===== src/common/asr_defs.svh =====
// timing constants for the host-side async sram controller
// assumes a 10 MHz system clock (100 ns period)
`ifndef ASR_DEFS_SVH
`define ASR_DEFS_SVH
`define ASR_CLK_NS        100
`define ASR_ADDR_W        10
`define ASR_DATA_W        4
`define ASR_ADDR_RST      10'h000
`define ASR_DATA_RST      4'h0
`define ASR_CYCLE_NS      200
`define ASR_CYCLE_CYC     ((`ASR_CYCLE_NS + `ASR_CLK_NS - 1) / `ASR_CLK_NS)
`define ASR_WPULSE_NS     120
`define ASR_WPULSE_CYC    ((`ASR_WPULSE_NS + `ASR_CLK_NS - 1) / `ASR_CLK_NS)
`define ASR_ACCESS_NS     200
`define ASR_ACCESS_CYC    ((`ASR_ACCESS_NS + `ASR_CLK_NS - 1) / `ASR_CLK_NS)
`define ASR_RELEASE_NS    60
`define ASR_RELEASE_CYC   ((`ASR_RELEASE_NS + `ASR_CLK_NS - 1) / `ASR_CLK_NS)
`endif


===== src/common/asr_pkg.sv =====
// types for the host-side async sram controller
// assumes asr_defs.svh is on the include path
`include "asr_defs.svh"
package asr_pkg;
   typedef struct packed
   {
      logic                   write;
      logic [`ASR_ADDR_W-1:0] addr;
      logic [`ASR_DATA_W-1:0] data;
   } asr_req_t;
   typedef enum logic [2:0] {ST_IDLE, ST_READ, ST_WSET, ST_WPULSE, ST_GAP} asr_state_t;
endpackage


===== src/hw/asr_host.sv =====
// host controller that runs read and write cycles on a 1k x 4 async sram
// assumes one 10 MHz clock, synchronous reset, memory pins driven directly
`timescale 1ns/100ps
`include "asr_defs.svh"
// Functional notes
// RULE1: memory is 1024 words of 4 bits
// RULE2: select low, strobe high reads
// RULE3: select and strobe low writes
// RULE4: simultaneous falls keep memory outputs off
// RULE5: memory releases bus after deselect
// RULE6: memory releases bus after strobe falls
// RULE7: read valid access time after address
// RULE8: read valid 70 ns after select
// RULE9: memory drives no sooner than 20 ns
// RULE10: old data held 50 ns after address
// RULE11: host holds address one cycle time
// RULE12: host holds strobe low 120 ns
// RULE13: write data set up before strobe rises
// RULE14: address may change at strobe rise
// RULE15: read returns last written value
// RULE16: host never drives bus during read
module asr_host
(
   input  wire logic                   clock,
   input  wire logic                   rst,
   input  wire asr_pkg::asr_req_t      req,
   input  wire logic                   reqValid,
   output logic                        reqReady,
   output logic [`ASR_DATA_W-1:0]      rdData,
   output logic                        rdValid,
   output logic [`ASR_ADDR_W-1:0]      memAddr,
   output logic                        memSelect_n,
   output logic                        memWrite_n,
   input  wire logic [`ASR_DATA_W-1:0] dataIn,
   output logic [`ASR_DATA_W-1:0]      dataOut,
   output logic                        dataOe
);
   localparam logic [2:0] CYCLE_CNT   = 3'(`ASR_CYCLE_CYC);
   localparam logic [2:0] WPULSE_CNT  = 3'(`ASR_WPULSE_CYC);
   localparam logic [2:0] ACCESS_CNT  = 3'(`ASR_ACCESS_CYC);
   localparam logic [2:0] RELEASE_CNT = 3'(`ASR_RELEASE_CYC);

   // sequencing state and the events it hands to the pin groups
   asr_pkg::asr_state_t    state_q, state_d;
   logic [2:0]             cnt_q, cnt_d;
   logic                   take;
   logic                   rdDone;
   logic                   wsetDone;
   logic                   wpDone;
   // memory pin state
   logic [`ASR_ADDR_W-1:0] addr_q, addr_d;
   logic [`ASR_DATA_W-1:0] wdata_q, wdata_d;
   logic                   sel_n_q, sel_n_d;
   logic                   wr_n_q, wr_n_d;
   logic                   oe_q, oe_d;
   // read result state
   logic [`ASR_DATA_W-1:0] rdata_q, rdata_d;
   logic                   rdv_q, rdv_d;

   ////////////////////////////////////////////////////////////////////////////////
   // one shared counter times every phase; whole clocks only, so each
   // phase is rounded up and never shorter than the memory asks
   always_comb
   begin
      state_d  = state_q;
      cnt_d    = cnt_q;
      take     = 1'h0;
      rdDone   = 1'h0;
      wsetDone = 1'h0;
      wpDone   = 1'h0;
      unique case (state_q)
         asr_pkg::ST_IDLE:
         begin
            if (reqValid)
            begin
               take  = 1'h1;
               cnt_d = 3'h1;
               // RULE16: writes wait out a release time before driving
               if (req.write)
                  state_d = asr_pkg::ST_WSET;
               else
                  state_d = asr_pkg::ST_READ;
            end
         end
         asr_pkg::ST_READ:
         begin
            // RULE7: wait access and cycle time
            if (cnt_q >= ACCESS_CNT && cnt_q >= CYCLE_CNT)
            begin
               rdDone  = 1'h1;
               cnt_d   = 3'h1;
               state_d = asr_pkg::ST_GAP;
            end
            else
               cnt_d = cnt_q + 3'h1;
         end
         asr_pkg::ST_WSET:
         begin
            if (cnt_q >= RELEASE_CNT)
            begin
               wsetDone = 1'h1;
               cnt_d    = 3'h1;
               state_d  = asr_pkg::ST_WPULSE;
            end
            else
               cnt_d = cnt_q + 3'h1;
         end
         asr_pkg::ST_WPULSE:
         begin
            if (cnt_q >= WPULSE_CNT)
            begin
               wpDone  = 1'h1;
               cnt_d   = 3'h1;
               state_d = asr_pkg::ST_GAP;
            end
            else
               cnt_d = cnt_q + 3'h1;
         end
         asr_pkg::ST_GAP:
         begin
            // RULE5: let memory release after deselect
            // RULE11: address held full cycle overall
            if (cnt_q >= RELEASE_CNT)
               state_d = asr_pkg::ST_IDLE;
            else
               cnt_d = cnt_q + 3'h1;
         end
         // unused state codes fall back to idle
         default:
         begin
            state_d = asr_pkg::ST_IDLE;
            cnt_d   = 3'h0;
         end
      endcase
   end

   always_ff @(posedge clock)
   begin
      if (rst)
      begin
         state_q <= asr_pkg::ST_IDLE;
         cnt_q   <= 3'h0;
      end
      else
      begin
         state_q <= state_d;
         cnt_q   <= cnt_d;
      end
   end

   ////////////////////////////////////////////////////////////////////////////////
   always_comb
   begin
      addr_d  = addr_q;
      wdata_d = wdata_q;
      sel_n_d = sel_n_q;
      wr_n_d  = wr_n_q;
      oe_d    = oe_q;
      if (take)
      begin
         addr_d  = req.addr;
         wdata_d = req.data;
         sel_n_d = 1'h0;
         // RULE2: read with strobe high
         // RULE4: strobe falls with select
         wr_n_d  = ~req.write;
      end
      if (rdDone)
         sel_n_d = 1'h1;
      // RULE6: memory outputs off by now
      if (wsetDone)
         oe_d = 1'h1;
      // RULE12: strobe low long enough
      // RULE13: data set up before rise
      if (wpDone)
      begin
         // RULE3: write ends on strobe rise
         // data is dropped on the same edge, relying on zero hold
         wr_n_d  = 1'h1;
         sel_n_d = 1'h1;
         oe_d    = 1'h0;
      end
   end

   always_ff @(posedge clock)
   begin
      if (rst)
      begin
         addr_q  <= `ASR_ADDR_RST;
         wdata_q <= `ASR_DATA_RST;
         sel_n_q <= 1'h1;
         wr_n_q  <= 1'h1;
         oe_q    <= 1'h0;
      end
      else
      begin
         addr_q  <= addr_d;
         wdata_q <= wdata_d;
         sel_n_q <= sel_n_d;
         wr_n_q  <= wr_n_d;
         oe_q    <= oe_d;
      end
   end

   ////////////////////////////////////////////////////////////////////////////////
   // the bus is captured on the edge that deselects, while it still stands
   always_comb
   begin
      rdata_d = rdata_q;
      rdv_d   = 1'h0;
      if (rdDone)
      begin
         rdata_d = dataIn;
         rdv_d   = 1'h1;
      end
   end

   always_ff @(posedge clock)
   begin
      if (rst)
      begin
         rdata_q <= `ASR_DATA_RST;
         rdv_q   <= 1'h0;
      end
      else
      begin
         rdata_q <= rdata_d;
         rdv_q   <= rdv_d;
      end
   end

   ////////////////////////////////////////////////////////////////////////////////
   assign reqReady    = (state_q == asr_pkg::ST_IDLE);
   assign rdData      = rdata_q;
   assign rdValid     = rdv_q;
   // RULE14: address moves only from idle
   assign memAddr     = addr_q;
   assign memSelect_n = sel_n_q;
   assign memWrite_n  = wr_n_q;
   assign dataOut     = wdata_q;
   assign dataOe      = oe_q;
endmodule


===== config.mk =====
export PLATFORM = sky130hd
export DESIGN_NAME = asr_host
export DESIGN_NICKNAME = d
export VERILOG_FILES = /design/src/common/asr_pkg.sv /design/src/hw/asr_host.sv
export VERILOG_INCLUDE_DIRS = /design/src /design/src/common
export SDC_FILE = /design/constraint.sdc
export NUM_CORES = 1
export LEC_CHECK = 0
export BUFFER_PORTS_ARGS = -buffer_cell sky130_fd_sc_hd__buf_4
export CAP_MARGIN = 40
export CORE_ASPECT_RATIO = 0.6
export CORE_UTILIZATION = 49
export CTS_CLUSTER_DIAMETER = 50
export DETAILED_ROUTE_END_ITERATION = 8
export MAX_ROUTING_LAYER = met4
export PLACE_DENSITY = 0.79
export REMOVE_ABC_BUFFERS = 1
export SLEW_MARGIN = 20
export SYNTH_ARGS = -nofsm -noshare
export SYNTH_HDL_FRONTEND = slang
export SYNTH_SLANG_ARGS = --single-unit

===== constraint.sdc =====
create_clock -name clock -period 2.8 [get_ports clock]
set_input_delay 0.14 -clock clock [delete_from_list [all_inputs] [get_ports clock]]
set_output_delay 0.14 -clock clock [all_outputs]
set_load 0.005 [all_outputs]

==> metrics.md, run 1 <==
| Metric | Value |
|---|---|
| Pwr Total | 0.00115 W |
| Synth Area in Adders | 3.08% |
| Layout fillers | 160 |
| Fin util | 70.8% |
| Post-synth top area share | 45.9% |
| Slew margin rel. | 63.0% |
| Clock-pin slew on the worst setup and hold paths | 0.09 ns |
| Skew-Pair Late Insertion Delay | 0.28 ns |
| Peak VDD IR | 0.000390 V |
| Largest cells by area after synthesis | dfxtp_1 (46%), nand2_1 (10%), a21oi_1 (7.4%) |
| RD Place Congestion | 0.819 |
| Post-CTS Setup Bufs | 0 |
| Initial Utilization | 54.0% |
| CTS Buf Count | 3 |
| Post-DRT Antenna Nets | 0 |
| Area share of xor/xnor cells in the synthesized design | 0% |
| Max-cap violations | 0 |
| First-pass GRT wire length | 4.33 mm |
| Hold Crit Class | primary input to register |
| Final nets | 204 |
| Final hold slack | 0.0902 ns |
| Routed WL per cell | 14.2 um |
| Crit-path cells | inv_1, ha_1, nor3_2, nand3b_1, a31oi_1, a32o_1 |
| Largest family of logic cells by synthesized area | simple AND/OR/NAND/NOR gates |
| Post-CTS sizing | 0 |
| Die Height | 40.7 um |
| Core Area | 2260 sq um |
| Fmax | 0.535 GHz |
| Antenna Cells | 0 |
| Largest net degree at the start of global routing | 28 |
| Final worst-path cycle share | 66.8% |
| HP Start | req[14] |
| R2R Setup Slk | 0.93 ns |
| Vias per cell | 5.47 |
| Worst Hold Path EP | memWrite_n |
| Delay of the slowest critical-path stage | 0.50 ns |
| Critical Path Start Type | register |
| Unrepaired setup endpoints after global routing | false |
| Port Buf Inserts | 44 |
| Slowest-stage cell, CP | dfxtp_1 |
| Detailed Route Iter0 Violations | 71 |
| Pins Over Slew Limit | 0 |
| H-tree depth | 1 |
| Crit path max fanout | 7 |
| DR DRC count | 0 |
| Reg2reg end | cnt_q[1] |
| Leakage power | 0.682 nW |
| Multiplexer area fraction after synthesis | 3.28% |
| All-Layer GR Usage | 23.5% |
| Row cnt | 13 |
| Crit Path Class | register to register |
| WP data required | 3.02 ns |
| CP Launch Point | cnt_q[0] |
| Die area | 2700 sq um |
| Cell variety after synth | 33 |
| Setup TNS | 0 ns |
| Hold Buf Count CTS | 0 |
| Critical Path End Type | register |
| Placed wire-length estimate | 2.14 mm |
| Synthesis-to-finish area growth | 31.3% |
| CTS tree | built |
| Final Hold Viols | 0 |
| Top Ports | 45 |
| Mapped Cells | 138 |
| Seq cells post-synth | 28 |
| Vias in the first global route | 1002 |
| Via count | 1138 |
| WL final | 2.95 mm |
| Simple-gate share of the synthesized area | 24.2% |
| Number of synthesis warnings | 0 |
| Layout cells sized above 1 | 31.5% |
| Reg area | 561 sq um |
| Post-synth top area cell | dfxtp_1 |
| Clock root cell | clkbuf_8 |
| Clk buf depth | 2 |
| Clock sink total | 28 |
| Chip width | 66.4 um |
| Synthesized area per cell | 8.84 sq um |
| Worst endpoint data arrival time | 2.09 ns |
| Overflow after GRT | 0 |
| Reg2reg start | cnt_q[0] |
| # placed instances | 204 |
| Multi-input logic area | 596 sq um |
| Pre-antenna DRT Iters | 4 |
| Skew final | 0.00502 ns |
| Final Setup Violations | 0 |
| Crit path time final | 1.87 ns |
| Sequential area share after synthesis | 45.9% |
| Worst Hold Depth | 2 |
| Initial antenna violation count | 0 |
| Outcome | completed |
| Worst-margin pin slew | 0.554 ns |
| Reg2reg path depth | 6 |
| PwrDens | 716 nW/um^2 |
| Post-Synthesis Cell Area | 1220 sq um |
| Compound-Gate Fraction of Synth Area | 18.3% |
| Final Non-Filler Cells | 208 |
==> cells by family after synthesis <==
| family | count (synthesis) |
|---|---|
| multiplexers | 4 |
| flip-flops | 28 |
| AND/OR/NAND/NOR | 57 |
| buffers and inverters | 14 |
| AO/OA/AOI/OAI | 32 |
| adder cells (fa/ha/maj) | 3 |
==> worst max-delay path, delay by kind of cell (launching register included) <==
kind,cells,cell delay [ns]
AND/OR/NAND/NOR,2,0.58
adder cells (fa/ha/maj),1,0.21
AO/OA/AOI/OAI,2,0.43
flip-flops,1,0.50
buffers and inverters,1,0.08
==> sequential cells by signal, summed over array words and instances, names as in the netlist <==
signal / count
rdData: 4
cnt_q: 3
memAddr: 10
memWrite_n: 1
state_q: 3
rdValid: 1
memSelect_n: 1
dataOut: 4
dataOe: 1
==> power by group <==
| part | switching, W | internal (W) |
|---|---|---|
| clock | 0.000125 | 0.000126 |
| sequential | 0.0000699 | 0.000455 |
| combinational | 0.000194 | 0.000177 |
==> cells in the mapped netlist (all sizes together) <==
master   count
nor2         7
nor4         1
nor4b        1
nor2b        2
and2         1
o21a         1
inv          6
nand2       34
nand4        1
a311oi       1
a21oi       19
nor3         3
a211o        1
dfxtp       28
nand3b       1
nor3b        2
clkbuf       3
mux2i        4
a31oi        2
a41oi        1
nand2b       1
or2          1
nand3        2
ha           3
o211ai       2
buf          5
a211oi       1
a21o         1
a2111oi      1
a32o         2
==> routing by layer <==
layer,part of all wire (%),GRT usage [%],wire length (um),vias to the layer above
met2,46,40.6,1360,53
met5,0,-,0,-
li1,-,-,-,548
met1,44,26.0,1310,528
met4,1.8,11.2,52,0
met3,7.5,7.50,222,9
==> placed cells by master (no fill, tap or decap), types with 3 or more instances in the layout <==
cell type and count:
ha_1 3, nor2_1 7, a21oi_1 18, inv_1 6, dfxtp_1 28, mux2i_1 4, buf_4 44, clkbuf_8 4
nand2_1 34
==> metrics by stage <==
stage	area [sq um]	worst slack, ns
detailed placement	1550	0.987
finish	1600	0.931
CTS	1600	0.963
floorplan	1180	1.21
global placement	1550	1.12
global route	1600	0.846
==> how the worst max path moves through the flow <==
stage               cells past startpoint          to
floorplan                               5    cnt_q[2]
global placement                        6  state_q[1]
detailed placement                      6    cnt_q[1]
CTS                                     6    cnt_q[1]
global route                            4    cnt_q[1]
finish                                  6    cnt_q[1]
==> cell type report <==
cell class	instances	share of cell area, %
multi-input cells	96	37.2
flip-flops and latches	28	35.0
repair buffers	44	20.6
clock buffers	4	3.44
well taps	30	2.34
inverters	6	1.41
(Power assumes the default switching activity.)
==> run 2, diff against run 1 <==
Settings changed: CORE_UTILIZATION 49 to 48, PLACE_DENSITY 0.79 to 0.78.
Clock period 2.8 ns to 1.8 ns, I/O delays scaled along.
==> metrics.md, run 2 (synthesis gave the netlist of run 1 again) <==
| Metric | Value |
|---|---|
| Outcome | completed |
| Most frequent CP cell | buf_4 |
| Fin util | 72.8% |
| DR DRC count | 0 |
| WL final | 2.92 mm |
| Post-DRT Antenna Nets | 0 |
| Skew-Pair Late Insertion Delay | 0.27 ns |
| Crit path depth | 8 |
| Final hold slack | 0.0436 ns |
| Core Area | 2280 sq um |
| Reg2reg start | cnt_q[1] |
| Slowest-stage cell, CP | dfxtp_4 |
| Worst endpoint data arrival time | 1.95 ns |
| Port Buf Inserts | 44 |
| Final worst-path cycle share | 96.8% |
| Vias per cell | 5.40 |
| Routed WL per cell | 13.6 um |
| Pre-antenna DRT Iters | 4 |
| Layout cells sized above 1 | 34.8% |
| Antenna Cells | 0 |
| Die area | 2750 sq um |
| Final Non-Filler Cells | 214 |
| Crit path max-delay family | compound AO/OA/AOI/OAI gates |
| CP Launch Point | cnt_q[1] |
| Commonest non-fill, non-tap cells in the layout | buf_4 (50), nand2_1 (34), dfxtp_1 (26) |
| First-pass GRT wire length | 4.17 mm |
| Reg2reg path depth | 8 |
| Row cnt | 13 |
| Crit-path cells | inv_1, ha_1, nor4_4, buf_4, a2111oi_4, buf_4, a211o_1, a21oi_2 |
| CP endpoint | cnt_q[0] |
| Clock-pin slew on the worst setup and hold paths | 0.09 ns |
| Final Setup Violations | 0 |
| Most common cell after layout, fill and taps aside | buf_4 |
| Final nets | 210 |
| Top Ports | 45 |
| PwrDens | 1100 nW/um^2 |
| CTS tree | built |
| Buffers & Inverters on Critical Path | 3 |
| Fmax | 0.574 GHz |
| Slew margin rel. | 62.8% |
| Pins Over Slew Limit | 0 |
| Initial Utilization | 53.6% |
| R2R Setup Slk | 0.06 ns |
| Synthesis-to-finish area growth | 35.9% |
| H-tree depth | 1 |
| Critical Path Start Type | register |
| Crit path time final | 1.74 ns |
| All-Layer GR Usage | 22.8% |
| Max reg flops | 10 |
| Delay of the slowest critical-path stage | 0.39 ns |
| # placed instances | 206 |
| Placed wire-length estimate | 2.11 mm |
| Clk buf depth | 2 |
| Initial antenna violation count | 0 |
| Layout fillers | 160 |
| Max-cap violations | 0 |
| RD Place Congestion | 0.868 |
| Detailed Route Iter0 Violations | 100 |
| Peak VDD IR | 0.000558 V |
| Skew final | 0.00233 ns |
| Pwr Total | 0.00182 W |
| Final Hold Viols | 0 |
| Hold Crit Class | primary input to register |
| WP data required | 2.01 ns |
| Via count | 1156 |
| Clock root cell | clkbuf_8 |
| Reg2reg end | cnt_q[0] |
| Chip width | 67.1 um |
| Critical Path End Type | register |
| Overflow after GRT | 0 |
| CTS Buf Count | 3 |
| Die Height | 41.1 um |
| Crit path max fanout | 5 |
| Crit Path Class | register to register |
| Leakage power | 0.717 nW |
| Largest net degree at the start of global routing | 28 |
| Clock sink total | 28 |
| Vias in the first global route | 929 |
| Worst-margin pin slew | 0.556 ns |
[run 2: changes by cell type in the layout (fill, tap and decap cells not counted), sizes merged]
cell	previous run	this run
buf	44	50
[run 2: stage by stage]
stage                     worst slack [ns]  instance area, sq um  TNS [ns]
after detailed placement            0.0593                  1560         0
after global placement               0.174                  1560         0
after CTS                           0.0434                  1620         0
final                               0.0582                  1660         0
after global routing               -0.0114                  1660   -0.0114
after floorplan                      0.213                  1180         0
[run 2: routing by layer]
layer / GRT usage (%) / vias up / routed length (um)
met5: - / - / 0
met4: 14.4 / 0 / 72
met1: 27.3 / 526 / 1280
li1: - / 563 / -
met3: 5.83 / 8 / 224
met2: 35.3 / 59 / 1340
[run 2: final cells by class]
type / instances / area [sq um] / area share (%)
Clock buffer: 4 / 55.1 / 3.32
Inverter: 6 / 22.5 / 1.36
Multi-Input combinational cell: 96 / 602 / 36.3
Sequential cell: 28 / 566 / 34.1
Tap cell: 30 / 37.5 / 2.26
Timing Repair Buffer: 50 / 375 / 22.6
[run 2: worst min-delay path by stage]
stage,start,end,slack (ns),cells after the start
6_report,req[14],memWrite_n,0.04,2
5_1_grt,req[14],memWrite_n,0.04,2
4_1_cts,req[14],memWrite_n,0.04,2
3_5_place_dp,dataIn[3],rdData[3],0.34,3
3_3_place_gp,dataIn[1],rdData[1],0.32,3
2_1_floorplan,rst,cnt_q[0],0.15,1
[run 2: worst reg2reg max path: stages (launching register included)]
cell and delay (ns):
dfxtp_4 0.39, inv_1 0.05, ha_1 0.20, nor4_4 0.24
buf_4 0.18, a2111oi_4 0.09, buf_4 0.17, a211o_1 0.23
a21oi_2 0.12
[run 2: timing repair]
| item | 4_1_cts | 5_1_grt |
|---|---|---|
| hold buffers | 0 | 0 |
| buffers inserted | 0 | 4 |
| setup endpoints to repair | 0 | 5 |
| gates resized for setup | 0 | 4 |
[run 2: power by group]
| group | leakage, nW | internal [W] | switching [W] | total, W |
|---|---|---|---|---|
| sequential | 0.230 | 0.000709 | 0.000105 | 0.000814 |
| combinational | 0.459 | 0.000317 | 0.000307 | 0.000624 |
| clock | 0.0288 | 0.000196 | 0.000191 | 0.000387 |
